`src/design/scps_params.svh`:
```
`ifndef SCPS_PARAMS_SVH
`define SCPS_PARAMS_SVH

// ----------------------------------------------------------------
// Register byte offsets
// ----------------------------------------------------------------
`define SCPS_OFF_LATENCY 8'h00
`define SCPS_OFF_STATUS1 8'h04
`define SCPS_OFF_UPSET 8'h08
`define SCPS_OFF_CALDLY 8'h0c
`define SCPS_OFF_TRIM 8'h10
`define SCPS_OFF_FLOW 8'h14
`define SCPS_OFF_CHIPID 8'h18

// ----------------------------------------------------------------
// Reset values and writable masks
// ----------------------------------------------------------------
`define SCPS_LAT_RESET 16'h00ff
`define SCPS_LAT_WMASK 16'hc2ff
`define SCPS_CALDLY_RESET 8'h00
`define SCPS_TRIM_RESET 12'h000
`define SCPS_UPSET_RESET 16'h0000

// ----------------------------------------------------------------
// Field positions
// ----------------------------------------------------------------
`define SCPS_LAT_CMDONLY_BIT 9
`define SCPS_LAT_PBIST_BIT 14
`define SCPS_LAT_DBIST_BIT 15
`define SCPS_FLOW_BIT 9
`define SCPS_UPSET_PARITY_BIT 12
`define SCPS_UPSET_ANY_BIT 15

// ----------------------------------------------------------------
// Constants
// ----------------------------------------------------------------
`define SCPS_GLOBAL_ADDR 7'h7f
`define SCPS_STEP_TENTHS_00 4'h0
`define SCPS_STEP_TENTHS_01 4'h8
`define SCPS_STEP_TENTHS_10 4'ha
`define SCPS_STEP_TENTHS_11 4'hd
`define SCPS_ADDR_SETTLE 3'h4
`define SCPS_RESP_OKAY 2'h0
`define SCPS_RESP_SLVERR 2'h2

`endif

```
`src/design/scps_pkg.sv`:
```
package scps_pkg;

	// Clock rate seen by the serializer
	typedef enum logic [1:0] {
		SCPS_RATE_40 = 2'b00,
		SCPS_RATE_80 = 2'b01,
		SCPS_RATE_160 = 2'b10
	} scps_rate_t;

	// Live signals shown in the first status register
	typedef struct packed {
		logic derandSelftestFail;
		logic pipelineSelftestFail;
		logic derandOverflow;
		logic derandNotEmpty;
		logic regulatorOn;
		logic shuntOn;
		logic endMode;
		logic masterMode;
		logic badFastCommandCode;
		logic badSlowCommandCode;
		logic derandSelftestDone;
		logic pipelineSelftestDone;
	} scps_live_t;

	// One-cycle upset and parity events
	typedef struct packed {
		logic parityError;
		logic [9:0] upset;
	} scps_upset_t;

	// Redundant input set
	typedef struct packed {
		logic serializerClock;
		logic commandIn;
		logic crossingClock;
		logic triggerIn;
	} scps_link_t;

endpackage : scps_pkg

```
`src/design/scps_pin_sync.sv`:
```
`timescale 1ns/100ps

module scps_pin_sync #(
	parameter int WIDTH = 22
) (
	// Clock and reset
	input wire logic clk,
	input wire logic rstn,
	// Pins and clean levels
	input wire logic [WIDTH-1:0] pinIn,
	output logic [WIDTH-1:0] levelOut
);
	logic [WIDTH-1:0] stage1Reg;
	logic [WIDTH-1:0] stage2Reg;
	logic [WIDTH-1:0] stage3Reg;
	logic [WIDTH-1:0] levelNext;

	// A bit moves only when stages two and three agree
	assign levelNext = (stage2Reg & stage3Reg) | (levelOut & (stage2Reg ^ stage3Reg));

	always_ff @(posedge clk or negedge rstn) begin
		if (!rstn) begin
			stage1Reg <= '0;
			stage2Reg <= '0;
			stage3Reg <= '0;
			levelOut <= '0;
		end else begin
			stage1Reg <= pinIn;
			stage2Reg <= stage1Reg;
			stage3Reg <= stage2Reg;
			levelOut <= levelNext;
		end
	end
endmodule : scps_pin_sync

```
`src/design/scps_regs.sv`:
```
// What this block does
// - Bit 9 set: trigger from commands only
// - Bits 14,15 enable pipeline, derandomizer self-test
// - First status register read-only, live, unstored
// - Status bits 0-3: self-test done, bad codes
// - Bits 4-10 rate, modes; bit 11 zero
// - Bits 12-15 not-empty, overflow, self-test results
// - Second status read-only, zero, soft-reset cleared
// - Bits 0-9 flag individual upsets
// - Bit 12 read parity, bit 15 any upset
// - Calibration delay: count, step; serial MSB first
// - Pulse delay in 64 count steps
// - Step code selects 0/0.8/1.0/1.3 ns
// - Trim value applied to addressed channel
// - Select low primary set, high reserve
// - Rate pins decode 40, 80, 160 MHz
// - Seven pulled-up pins give chip address
// - Address 1111111 is global, all respond
// - Direction low: bottom token in, top out
// - Direction low: bottom data out, top in
// - Flow direction bit 9 steers ports
//
// Added by the designer: the AXI4-Lite interface to the registers and the address map.
`timescale 1ns/100ps
`include "scps_params.svh"

module scps_regs (
	// Clock and reset
	input wire logic clk,
	input wire logic rstn,
	// AXI4-Lite write channels
	input wire logic [7:0] awaddr,
	input wire logic [2:0] awprot,
	input wire logic awvalid,
	output logic awready,
	input wire logic [31:0] wdata,
	input wire logic [3:0] wstrb,
	input wire logic wvalid,
	output logic wready,
	output logic [1:0] bresp,
	output logic bvalid,
	input wire logic bready,
	// AXI4-Lite read channels
	input wire logic [7:0] araddr,
	input wire logic [2:0] arprot,
	input wire logic arvalid,
	output logic arready,
	output logic [31:0] rdata,
	output logic [1:0] rresp,
	output logic rvalid,
	input wire logic rready,
	// Internal status sources
	input wire scps_pkg::scps_live_t liveStatus,
	input wire scps_pkg::scps_upset_t upsetEvents,
	input wire logic softResetCmd,
	input wire logic commandTrigger,
	// Calibration delay serial load
	input wire logic calSerialShift,
	input wire logic calSerialBit,
	// Redundant input sets and select pin
	input wire scps_pkg::scps_link_t linkPrimary,
	input wire scps_pkg::scps_link_t linkReserve,
	input wire logic selectReserve,
	// Rate and address pins
	input wire logic rateSelMid,
	input wire logic rateSelHigh,
	input wire logic [6:0] geographicAddressPins,
	input wire logic [6:0] commandAddress,
	// Token and data ports
	input wire logic bottomTokenPortIn,
	output logic bottomTokenPortOut,
	output logic bottomTokenPortOe,
	input wire logic topTokenPortIn,
	output logic topTokenPortOut,
	output logic topTokenPortOe,
	input wire logic bottomDataPortIn,
	output logic bottomDataPortOut,
	output logic bottomDataPortOe,
	input wire logic topDataPortIn,
	output logic topDataPortOut,
	output logic topDataPortOe,
	input wire logic tokenOutInt,
	input wire logic dataOutInt,
	output logic tokenInInt,
	output logic dataInInt,
	// Steered internal inputs
	output logic serializerClock,
	output logic commandIn,
	output logic crossingClock,
	output logic levelOneTrigger,
	// Configuration outputs
	output scps_pkg::scps_rate_t rateSetting,
	output logic [6:0] chipAddress,
	output logic addressHit,
	output logic pipelineSelftestEnable,
	output logic derandSelftestEnable,
	output logic commandOnlyTrigger,
	output logic [7:0] triggerLatency,
	output logic [5:0] calDelayCount,
	output logic [1:0] calStepCode,
	output logic [9:0] calDelayTenthsNs,
	output logic [4:0] trimValue,
	output logic [6:0] trimChannel,
	output logic trimLoad
);
	import scps_pkg::*;

	// ----------------------------------------------------------------
	// Functions
	// ----------------------------------------------------------------
	function automatic logic [15:0] mergeLanes(input logic [15:0] old, input logic [31:0] data,
		input logic [3:0] strb);
		mergeLanes = {strb[1] ? data[15:8] : old[15:8], strb[0] ? data[7:0] : old[7:0]};
	endfunction : mergeLanes

	function automatic logic isMapped(input logic [7:0] addr);
		isMapped = (addr[1:0] == 2'b00) && (addr <= `SCPS_OFF_CHIPID);
	endfunction : isMapped

	function automatic logic [3:0] stepTenths(input logic [1:0] code);
		if (code == 2'b00) begin
			stepTenths = `SCPS_STEP_TENTHS_00;
		end else if (code == 2'b01) begin
			stepTenths = `SCPS_STEP_TENTHS_01;
		end else if (code == 2'b10) begin
			stepTenths = `SCPS_STEP_TENTHS_10;
		end else begin
			stepTenths = `SCPS_STEP_TENTHS_11;
		end
	endfunction : stepTenths

	// ----------------------------------------------------------------
	// Pin synchronisers
	// ----------------------------------------------------------------
	logic [21:0] pinRaw;
	logic [21:0] pinLevel;
	scps_link_t primarySync;
	scps_link_t reserveSync;
	logic selectSync;
	logic rateMidSync;
	logic rateHighSync;
	logic [6:0] addrSync;
	logic [3:0] portSync;

	assign pinRaw = {linkPrimary, linkReserve, selectReserve, rateSelMid, rateSelHigh, geographicAddressPins,
		bottomTokenPortIn, topTokenPortIn, bottomDataPortIn, topDataPortIn};
	assign {primarySync, reserveSync, selectSync, rateMidSync, rateHighSync, addrSync, portSync} = pinLevel;

	scps_pin_sync #(.WIDTH(22)) pinSync (
		.clk(clk),
		.rstn(rstn),
		.pinIn(pinRaw),
		.levelOut(pinLevel)
	);

	// ----------------------------------------------------------------
	// Bus slave
	// ----------------------------------------------------------------
	logic awHeld;
	logic wHeld;
	logic arHeld;
	logic [7:0] awAddrReg;
	logic [31:0] wDataReg;
	logic [3:0] wStrbReg;
	logic [7:0] arAddrReg;
	logic awTake;
	logic wTake;
	logic arTake;
	logic doWrite;
	logic doRead;
	logic awHeldNext;
	logic wHeldNext;
	logic arHeldNext;

	assign awTake = awvalid && awready;
	assign wTake = wvalid && wready;
	assign arTake = arvalid && arready;
	// One write waits while its response is still unclaimed
	assign doWrite = awHeld && wHeld && !bvalid;
	assign doRead = arHeld && !rvalid;
	assign awHeldNext = (awHeld && !doWrite) || awTake;
	assign wHeldNext = (wHeld && !doWrite) || wTake;
	assign arHeldNext = (arHeld && !doRead) || arTake;

	always_ff @(posedge clk or negedge rstn) begin
		if (!rstn) begin
			awHeld <= 1'b0;
			wHeld <= 1'b0;
			arHeld <= 1'b0;
			awready <= 1'b0;
			wready <= 1'b0;
			arready <= 1'b0;
		end else begin
			awHeld <= awHeldNext;
			wHeld <= wHeldNext;
			arHeld <= arHeldNext;
			awready <= !awHeldNext;
			wready <= !wHeldNext;
			arready <= !arHeldNext;
		end
	end

	always_ff @(posedge clk) begin
		if (awTake) begin
			awAddrReg <= awaddr;
		end
		if (wTake) begin
			wDataReg <= wdata;
			wStrbReg <= wstrb;
		end
		if (arTake) begin
			arAddrReg <= araddr;
		end
	end

	// ----------------------------------------------------------------
	// Write decode
	// ----------------------------------------------------------------
	logic wrLatency;
	logic wrCalDelay;
	logic wrTrim;
	logic wrFlow;
	logic [15:0] latencyReg;
	logic [7:0] calDelayReg;
	logic [11:0] channel_threshold_trim;
	logic flowDirReg;
	logic [15:0] upsetReg;
	logic [15:0] latencyNext;
	logic [7:0] calDelayNext;
	logic [11:0] trimNext;
	logic flowDirNext;
	logic [15:0] upsetNext;
	logic [15:0] upsetSet;
	logic [15:0] calDelayMerged;
	logic [15:0] trimMerged;

	assign wrLatency = doWrite && (awAddrReg == `SCPS_OFF_LATENCY);
	assign wrCalDelay = doWrite && (awAddrReg == `SCPS_OFF_CALDLY);
	assign wrTrim = doWrite && (awAddrReg == `SCPS_OFF_TRIM);
	assign wrFlow = doWrite && (awAddrReg == `SCPS_OFF_FLOW);

	assign latencyNext = wrLatency ? (mergeLanes(latencyReg, wDataReg, wStrbReg) & `SCPS_LAT_WMASK) : latencyReg;
	assign calDelayMerged = mergeLanes({8'h00, calDelayReg}, wDataReg, wStrbReg);
	assign trimMerged = mergeLanes({4'h0, channel_threshold_trim}, wDataReg, wStrbReg);
	// Bus write outranks a serial shift arriving in the same cycle
	assign calDelayNext = wrCalDelay ? calDelayMerged[7:0]
		: (calSerialShift ? {calDelayReg[6:0], calSerialBit} : calDelayReg);
	assign trimNext = wrTrim ? trimMerged[11:0] : channel_threshold_trim;
	assign flowDirNext = (wrFlow && wStrbReg[1]) ? wDataReg[`SCPS_FLOW_BIT] : flowDirReg;

	// Events set after the soft clear, so a same-cycle upset survives
	assign upsetSet = {|upsetEvents.upset, 2'b00, upsetEvents.parityError, 2'b00, upsetEvents.upset};
	assign upsetNext = (softResetCmd ? `SCPS_UPSET_RESET : upsetReg) | upsetSet;

	always_ff @(posedge clk or negedge rstn) begin
		if (!rstn) begin
			latencyReg <= `SCPS_LAT_RESET;
			calDelayReg <= `SCPS_CALDLY_RESET;
			channel_threshold_trim <= `SCPS_TRIM_RESET;
			flowDirReg <= 1'b0;
			upsetReg <= `SCPS_UPSET_RESET;
		end else begin
			latencyReg <= latencyNext;
			calDelayReg <= calDelayNext;
			channel_threshold_trim <= trimNext;
			flowDirReg <= flowDirNext;
			upsetReg <= upsetNext;
		end
	end

	// ----------------------------------------------------------------
	// Read path
	// ----------------------------------------------------------------
	logic [15:0] statusOneWord;
	logic [15:0] chipIdWord;
	logic [15:0] readWord;

	// Built from live inputs each read, nothing stored
	assign statusOneWord = {liveStatus.derandSelftestFail, liveStatus.pipelineSelftestFail,
		liveStatus.derandOverflow, liveStatus.derandNotEmpty, 1'b0, commandOnlyTrigger,
		liveStatus.regulatorOn, liveStatus.shuntOn, liveStatus.endMode, liveStatus.masterMode,
		rateSetting, liveStatus.badFastCommandCode, liveStatus.badSlowCommandCode,
		liveStatus.derandSelftestDone, liveStatus.pipelineSelftestDone};
	assign chipIdWord = {9'h000, chipAddress};

	always_comb begin
		if (arAddrReg == `SCPS_OFF_LATENCY) begin
			readWord = latencyReg;
		end else if (arAddrReg == `SCPS_OFF_STATUS1) begin
			readWord = statusOneWord;
		end else if (arAddrReg == `SCPS_OFF_UPSET) begin
			readWord = upsetReg;
		end else if (arAddrReg == `SCPS_OFF_CALDLY) begin
			readWord = {8'h00, calDelayReg};
		end else if (arAddrReg == `SCPS_OFF_TRIM) begin
			readWord = {4'h0, channel_threshold_trim};
		end else if (arAddrReg == `SCPS_OFF_FLOW) begin
			readWord = {6'h00, flowDirReg, 9'h000};
		end else if (arAddrReg == `SCPS_OFF_CHIPID) begin
			readWord = chipIdWord;
		end else begin
			readWord = 16'h0000;
		end
	end

	always_ff @(posedge clk or negedge rstn) begin
		if (!rstn) begin
			bvalid <= 1'b0;
			bresp <= `SCPS_RESP_OKAY;
			rvalid <= 1'b0;
			rresp <= `SCPS_RESP_OKAY;
			rdata <= 32'h00000000;
		end else begin
			if (doWrite) begin
				bvalid <= 1'b1;
				bresp <= isMapped(awAddrReg) ? `SCPS_RESP_OKAY : `SCPS_RESP_SLVERR;
			end else if (bready) begin
				bvalid <= 1'b0;
			end
			if (doRead) begin
				rvalid <= 1'b1;
				rresp <= isMapped(arAddrReg) ? `SCPS_RESP_OKAY : `SCPS_RESP_SLVERR;
				rdata <= {16'h0000, readWord};
			end else if (rready) begin
				rvalid <= 1'b0;
			end
		end
	end

	// ----------------------------------------------------------------
	// Configuration outputs
	// ----------------------------------------------------------------
	scps_rate_t rateNext;
	logic [2:0] settleReg;
	logic addrLatched;

	// Both pins high falls back to the slowest rate
	assign rateNext = (rateMidSync && !rateHighSync) ? SCPS_RATE_80
		: ((!rateMidSync && rateHighSync) ? SCPS_RATE_160 : SCPS_RATE_40);

	always_ff @(posedge clk or negedge rstn) begin
		if (!rstn) begin
			rateSetting <= SCPS_RATE_40;
			settleReg <= 3'h0;
			addrLatched <= 1'b0;
			chipAddress <= 7'h00;
			addressHit <= 1'b0;
			triggerLatency <= 8'hff;
			commandOnlyTrigger <= 1'b0;
			pipelineSelftestEnable <= 1'b0;
			derandSelftestEnable <= 1'b0;
			calDelayCount <= 6'h00;
			calStepCode <= 2'h0;
			calDelayTenthsNs <= 10'h000;
			trimValue <= 5'h00;
			trimChannel <= 7'h00;
			trimLoad <= 1'b0;
		end else begin
			rateSetting <= rateNext;
			// Address pins are caught once the synchroniser has settled
			if (!addrLatched) begin
				settleReg <= settleReg + 3'h1;
			end
			if (!addrLatched && settleReg == `SCPS_ADDR_SETTLE) begin
				addrLatched <= 1'b1;
				chipAddress <= addrSync;
			end
			addressHit <= addrLatched &&
				(commandAddress == chipAddress || commandAddress == `SCPS_GLOBAL_ADDR);
			triggerLatency <= latencyNext[7:0];
			commandOnlyTrigger <= latencyNext[`SCPS_LAT_CMDONLY_BIT];
			pipelineSelftestEnable <= latencyNext[`SCPS_LAT_PBIST_BIT];
			derandSelftestEnable <= latencyNext[`SCPS_LAT_DBIST_BIT];
			calDelayCount <= calDelayNext[5:0];
			calStepCode <= calDelayNext[7:6];
			calDelayTenthsNs <= 10'(calDelayNext[5:0]) * 10'(stepTenths(calDelayNext[7:6]));
			trimValue <= trimNext[4:0];
			trimChannel <= trimNext[11:5];
			trimLoad <= wrTrim;
		end
	end

	// ----------------------------------------------------------------
	// Input steering and port direction
	// ----------------------------------------------------------------
	scps_link_t chosenLink;

	assign chosenLink = selectSync ? reserveSync : primarySync;

	always_ff @(posedge clk or negedge rstn) begin
		if (!rstn) begin
			serializerClock <= 1'b0;
			commandIn <= 1'b0;
			crossingClock <= 1'b0;
			levelOneTrigger <= 1'b0;
			bottomTokenPortOe <= 1'b0;
			topTokenPortOe <= 1'b1;
			bottomDataPortOe <= 1'b1;
			topDataPortOe <= 1'b0;
			bottomTokenPortOut <= 1'b0;
			topTokenPortOut <= 1'b0;
			bottomDataPortOut <= 1'b0;
			topDataPortOut <= 1'b0;
			tokenInInt <= 1'b0;
			dataInInt <= 1'b0;
		end else begin
			serializerClock <= chosenLink.serializerClock;
			commandIn <= chosenLink.commandIn;
			crossingClock <= chosenLink.crossingClock;
			// The pin trigger is ignored in command-only mode
			levelOneTrigger <= commandOnlyTrigger ? commandTrigger : chosenLink.triggerIn;
			bottomTokenPortOe <= flowDirNext;
			topTokenPortOe <= !flowDirNext;
			bottomDataPortOe <= !flowDirNext;
			topDataPortOe <= flowDirNext;
			bottomTokenPortOut <= tokenOutInt;
			topTokenPortOut <= tokenOutInt;
			bottomDataPortOut <= dataOutInt;
			topDataPortOut <= dataOutInt;
			tokenInInt <= flowDirReg ? portSync[2] : portSync[3];
			dataInInt <= flowDirReg ? portSync[1] : portSync[0];
		end
	end

	// ----------------------------------------------------------------
	// Checks
	// ----------------------------------------------------------------
	chk_cmd_only_trig: assert property (@(posedge clk) disable iff (!rstn)
		$past(commandOnlyTrigger) |-> levelOneTrigger == $past(commandTrigger))
		else $error("Pin trigger leaked in command-only mode");

	chk_selftest_enable: assert property (@(posedge clk) disable iff (!rstn)
		(wrLatency && wStrbReg[1]) |=> (pipelineSelftestEnable == $past(wDataReg[14])
		&& derandSelftestEnable == $past(wDataReg[15])))
		else $error("Self-test enables do not follow latency write");

	chk_status_one_live: assert property (@(posedge clk) disable iff (!rstn)
		(doRead && arAddrReg == `SCPS_OFF_STATUS1) |=> (rdata[11] == 1'b0
		&& rdata[12] == $past(liveStatus.derandNotEmpty) && rdata[0] == $past(liveStatus.pipelineSelftestDone)))
		else $error("First status word not live");

	chk_upset_sticky: assert property (@(posedge clk) disable iff (!rstn)
		(upsetEvents.upset[0] ##1 !softResetCmd) |-> (upsetReg[0] && upsetReg[`SCPS_UPSET_ANY_BIT]) [*2])
		else $error("Upset flag not held");

	chk_soft_clear: assert property (@(posedge clk) disable iff (!rstn)
		(softResetCmd && upsetEvents == '0) |=> upsetReg == 16'h0000)
		else $error("Soft reset did not clear upsets");

	chk_serial_msb: assert property (@(posedge clk) disable iff (!rstn)
		(calSerialShift && !wrCalDelay) |=> calDelayReg == {$past(calDelayReg[6:0]), $past(calSerialBit)})
		else $error("Serial load order wrong");

	chk_rate_fallback: assert property (@(posedge clk) disable iff (!rstn)
		(rateMidSync && rateHighSync) |=> rateSetting == SCPS_RATE_40)
		else $error("Rate fallback wrong");

	chk_global_addr: assert property (@(posedge clk) disable iff (!rstn)
		(addrLatched && commandAddress == `SCPS_GLOBAL_ADDR) |=> addressHit)
		else $error("Global address missed");

	chk_port_direction: assert property (@(posedge clk) disable iff (!rstn)
		$past(wrFlow && wStrbReg[1]) |-> (topTokenPortOe == !flowDirReg && bottomDataPortOe == !flowDirReg
		&& bottomTokenPortOe != topTokenPortOe && bottomDataPortOe != topDataPortOe))
		else $error("Port direction mismatch");

endmodule : scps_regs

```
`config.mk`:
```
export PLATFORM = sky130hd
export DESIGN_NAME = scps_regs
export DESIGN_NICKNAME = d
export VERILOG_FILES = /design/src/design/scps_pkg.sv /design/src/design/scps_pin_sync.sv /design/src/design/scps_regs.sv
export VERILOG_INCLUDE_DIRS = /design/src /design/src/design
export SDC_FILE = /design/constraint.sdc
export NUM_CORES = 1
export LEC_CHECK = 0
export ABC_AREA = 1
export BUFFER_PORTS_ARGS = -buffer_cell sky130_fd_sc_hd__buf_4
export CORE_MARGIN = 5
export CORE_UTILIZATION = 45
export DETAILED_ROUTE_END_ITERATION = 10
export GPL_ROUTABILITY_DRIVEN = 0
export PLACE_DENSITY = 0.69
export SETUP_SLACK_MARGIN = 0.02
export SLEW_MARGIN = 20
export SYNTH_ARGS = -nofsm -noshare
export SYNTH_HDL_FRONTEND = slang
export SYNTH_SLANG_ARGS = --single-unit
```
`constraint.sdc`:
```
create_clock -name clk -period 4.7 [get_ports clk]
set_input_delay 0.47 -clock clk [delete_from_list [all_inputs] [get_ports clk]]
set_output_delay 0.47 -clock clk [all_outputs]
set_load 0.02 [all_outputs]
```
==> flow_metrics.tcl <==
set metrics [dict create \
    synth.yosys.warnings 0 \
    ant_nets 0 \
    status "completed" \
    post_cts_hold_buffer_count 0 \
    filler_cell_count 1754 \
    cell_count_after_placement 1273 \
    initial_antenna_violation_count 0 \
    synth_area_per_cell_um2 11.22 \
    routed_wl_um 22150 \
    power_density_nw_per_um2 469.0 \
    slew-limit-headroom 0.3969 \
    pin_count_of_the_biggest_net_entering_global_routing 117 \
    finalNetCount 1198 \
    power_mw 5.526 \
    maxClockFrequency_mhz 251.3 \
    path_buf_inv 4 \
    async_flop_share 0.8571 \
    cts_buffer_depth 3 \
    postSynthRegisterBits 224 \
    initial_utilization 0.4577 \
    postCtsResizedCells 0 \
    num_antenna_cells 0 \
    rsz0062_at_grt "no" \
    core_area_um2 20300 \
    number_of_global_route_vias_before_repair 6377 \
    globalRouteTotalUtil 0.1841 \
    finalMaxSlewViolations 0 \
    critPathRequiredTime_ps 5100 \
    grt_remaining_overflow 0 \
    place.port_buffers 185 \
    worst-endpoint-arrival_ps 4380 \
    finalCriticalPeriod_ps 3980 \
    holdWs_ps 59.99 \
    die_y_um 153.7 \
    area.growth.synth_to_final_pct 26.83 \
    total_switching_power_mw 1.622 \
    switching_share 0.2936 \
    synth_seq_area_share 0.6218 \
    num_vias 6446 \
    worstSetupStartpointType "flip-flop" \
    detail_route.first_pass.iterations 5 \
    path_max_fanout 20 \
    max_slew.worst_pin.slew_ps 904.7 \
    crit_top_cell "sky130_fd_sc_hd__nand2_1" \
    ys.flop_type "sky130_fd_sc_hd__dfrtp_1" \
    slowest_stage_delay_cp_ps 660 \
    total_leakage_power_nw 5.893 \
    clock_tree_from_tritoncts "done" \
    postCtsSetupRepairBufs 0 \
    most-common-layout-cells "sky130_fd_sc_hd__buf_4, sky130_fd_sc_hd__dfrtp_1, sky130_fd_sc_hd__nand2_1" \
    route.detailed.drc 0 \
    initialDrtViolationCount 443 \
    worstHoldPathType "primary input to flip-flop" \
    instances_no_fill 1318 \
    fp.dieW_um 153.7 \
    max-vdd-ir-drop_mv 0.3244 \
    worstPathCellList "nand2_1, inv_1, nor2_1, nand4_1, nand2_1, nand2_1, inv_1, nor2_1, fa_1, inv_1, fa_1, inv_1, ha_1, nand2_1, o21ai_0, nand2_1, nand2_1, a21oi_1, xnor2_1" \
    clock_sinks 224 \
    finalHoldViolCount 0 \
    max_cap_viol_count 0 \
    critPathKind "flip-flop to flip-flop" \
    vias_per_cell 4.891 \
    layout_commonest_cell "sky130_fd_sc_hd__buf_4" \
    mappedNetlistArea_um2 9290 \
    worstSkewPairLatency_ps 510 \
    finalCritPeriodShare 0.8468 \
    grt_first_pass_wirelength_um 34830 \
    yosysUniqueCellTypes 43 \
    comb_power_share 0.195 \
    fraction_of_layout_instances_using_a_drive_strength_above_1 0.2786 \
    power_frac_seq 0.431 \
    timing.critical_path.to_type "flip-flop" \
    design.portCount 230 \
    cts-buffers-inserted 25 \
    drt-wirelength-per-cell_um 16.80 \
    setup_viol 0 \
    clockPowerShare 0.374 \
    slowest_library_cell_on_the_worst_path "sky130_fd_sc_hd__edfxtp_1" \
    critical-path-top-delay-family "adder cells" \
    dp_hpwl_um 16480 \
    clk_pin_slew_ps 60 \
    placement_rows 52 \
    design.die.area_um2 23620 \
    postSynthCellCount 828 \
    cell_internal_pwr_mw 3.903 \
    synth_edf_count 32 \
    cts-root-buf "sky130_fd_sc_hd__clkbuf_16" \
    final.setup.tns_ps 0 \
    layout.core_utilization 0.5804 \
    timing.clock.skew_ps 12.77 \
    htree_levels 1 \
]
## kinds of logic (layout without fill, tap and decap cells)
kind of cell	Yosys count	count (layout)	synth area share
buffers and inverters	124	326	0.06115
adders and majority gates	45	45	0.06626
other	1	19	0.0004037
xor gates and xnor gates	15	15	0.01414
AOI/OAI and AO/OA	118	118	0.07650
DFF	224	224	0.6218
and+or+nand+nor	294	294	0.1512
muxes	7	7	0.008485
## power by group through the flow
| stage | clock network [mW] | logic (mW) | registers (mW) |
|---|---|---|---|
| global route | 2.21 | 1.20 | 2.41 |
| CTS | 2.12 | 1.10 | 2.38 |
| global placement | 0 | 1.07 | 2.41 |
| detailed placement | 0 | 1.09 | 2.41 |
| floorplan | 0 | 0.516 | 2.52 |
| finish | 2.07 | 1.08 | 2.38 |
## per-stage QoR
stage,cell area [um^2],setup WS (ps)
floorplan,9358,1246
global placement,10890,822.7
detailed placement,10890,728.1
CTS,11780,716.3
global route,11780,339.0
finish,11780,720.1
## cell usage after synthesis, types with 2 or more instances
library cell | number | area, um^2
sky130_fd_sc_hd__a21o_1 | 31 | 232.7
sky130_fd_sc_hd__a21oi_1 | 26 | 130.1
sky130_fd_sc_hd__buf_2 | 4 | 20.02
sky130_fd_sc_hd__buf_4 | 23 | 172.7
sky130_fd_sc_hd__clkbuf_1 | 2 | 7.510
sky130_fd_sc_hd__clkinv_1 | 2 | 7.510
sky130_fd_sc_hd__dfrtp_1 | 183 | 4579
sky130_fd_sc_hd__dfstp_2 | 9 | 236.5
sky130_fd_sc_hd__edfxtp_1 | 32 | 960.9
sky130_fd_sc_hd__fa_1 | 7 | 140.1
sky130_fd_sc_hd__ha_1 | 38 | 475.5
sky130_fd_sc_hd__inv_1 | 83 | 311.6
sky130_fd_sc_hd__inv_2 | 7 | 26.28
sky130_fd_sc_hd__mux2_2 | 7 | 78.83
sky130_fd_sc_hd__nand2_1 | 148 | 555.5
sky130_fd_sc_hd__nand2_2 | 5 | 31.28
sky130_fd_sc_hd__nand2_4 | 6 | 67.56
sky130_fd_sc_hd__nand3_1 | 31 | 155.2
sky130_fd_sc_hd__nand3_2 | 2 | 20.02
sky130_fd_sc_hd__nand3_4 | 4 | 70.07
sky130_fd_sc_hd__nand3b_1 | 3 | 22.52
sky130_fd_sc_hd__nand4_1 | 17 | 106.4
sky130_fd_sc_hd__nor2_1 | 55 | 206.5
sky130_fd_sc_hd__nor2_2 | 7 | 43.79
sky130_fd_sc_hd__nor2_4 | 6 | 67.56
sky130_fd_sc_hd__nor3_1 | 3 | 15.01
sky130_fd_sc_hd__nor4_1 | 2 | 12.51
sky130_fd_sc_hd__o211ai_1 | 8 | 60.06
sky130_fd_sc_hd__o21a_1 | 2 | 15.01
sky130_fd_sc_hd__o21ai_0 | 31 | 155.2
sky130_fd_sc_hd__o21ai_1 | 13 | 65.06
sky130_fd_sc_hd__o21ai_2 | 2 | 17.52
sky130_fd_sc_hd__o21bai_1 | 2 | 15.01
sky130_fd_sc_hd__or2_2 | 5 | 31.28
sky130_fd_sc_hd__xnor2_1 | 10 | 87.58
sky130_fd_sc_hd__xor2_1 | 5 | 43.79
## registers in the layout, summed over array words and instances, names as in the netlist, 3 cells and up
name               count
pinSync.levelOut      22
pinSync.stage1Reg     22
pinSync.stage2Reg     22
pinSync.stage3Reg     22
rdata                 16
wDataReg              14
upsetReg              12
calDelayTenthsNs      10
arAddrReg              8
awAddrReg              8
chipAddress            7
triggerLatency         7
trimChannel            6
calDelayCount          5
latencyReg             4
trimValue              4
settleReg              3
## metal layers
metal | routed length [um] | GRT usage
met3 | 1733 | 0.04160
met2 | 10600 | 0.2998
met1 | 9491 | 0.2580
met5 | 0 | 0
met4 | 318 | 0.03448
## final timing paths
path	to	cells after the start	start	slack, ps
max	calDelayTenthsNs[8]	19	wStrbReg[0]	720
min	pinSync.stage1Reg[11]	1	rateSelHigh	60
max reg2reg	calDelayTenthsNs[8]	19	wStrbReg[0]	720
min reg2reg	pinSync.stage2Reg[18]	0	pinSync.stage1Reg[18]	350
max in group asynchronous	pinSync.stage2Reg[9]	2	rstn	3510
min in group asynchronous	pinSync.stage1Reg[1]	1	rstn	90
## cell type report
cell class | instances | area (um^2) | area share
Tap cell | 270 | 337.8 | 0.02867
Sequential cell | 224 | 5777 | 0.4903
Clock inverter | 16 | 206.4 | 0.01752
Clock buffer | 29 | 681.9 | 0.05787
Inverter | 94 | 356.6 | 0.03026
Timing Repair Buffer | 187 | 1410 | 0.1197
Multi-Input combinational cell | 498 | 3013 | 0.2557
Power figures use the tool's default switching activity.
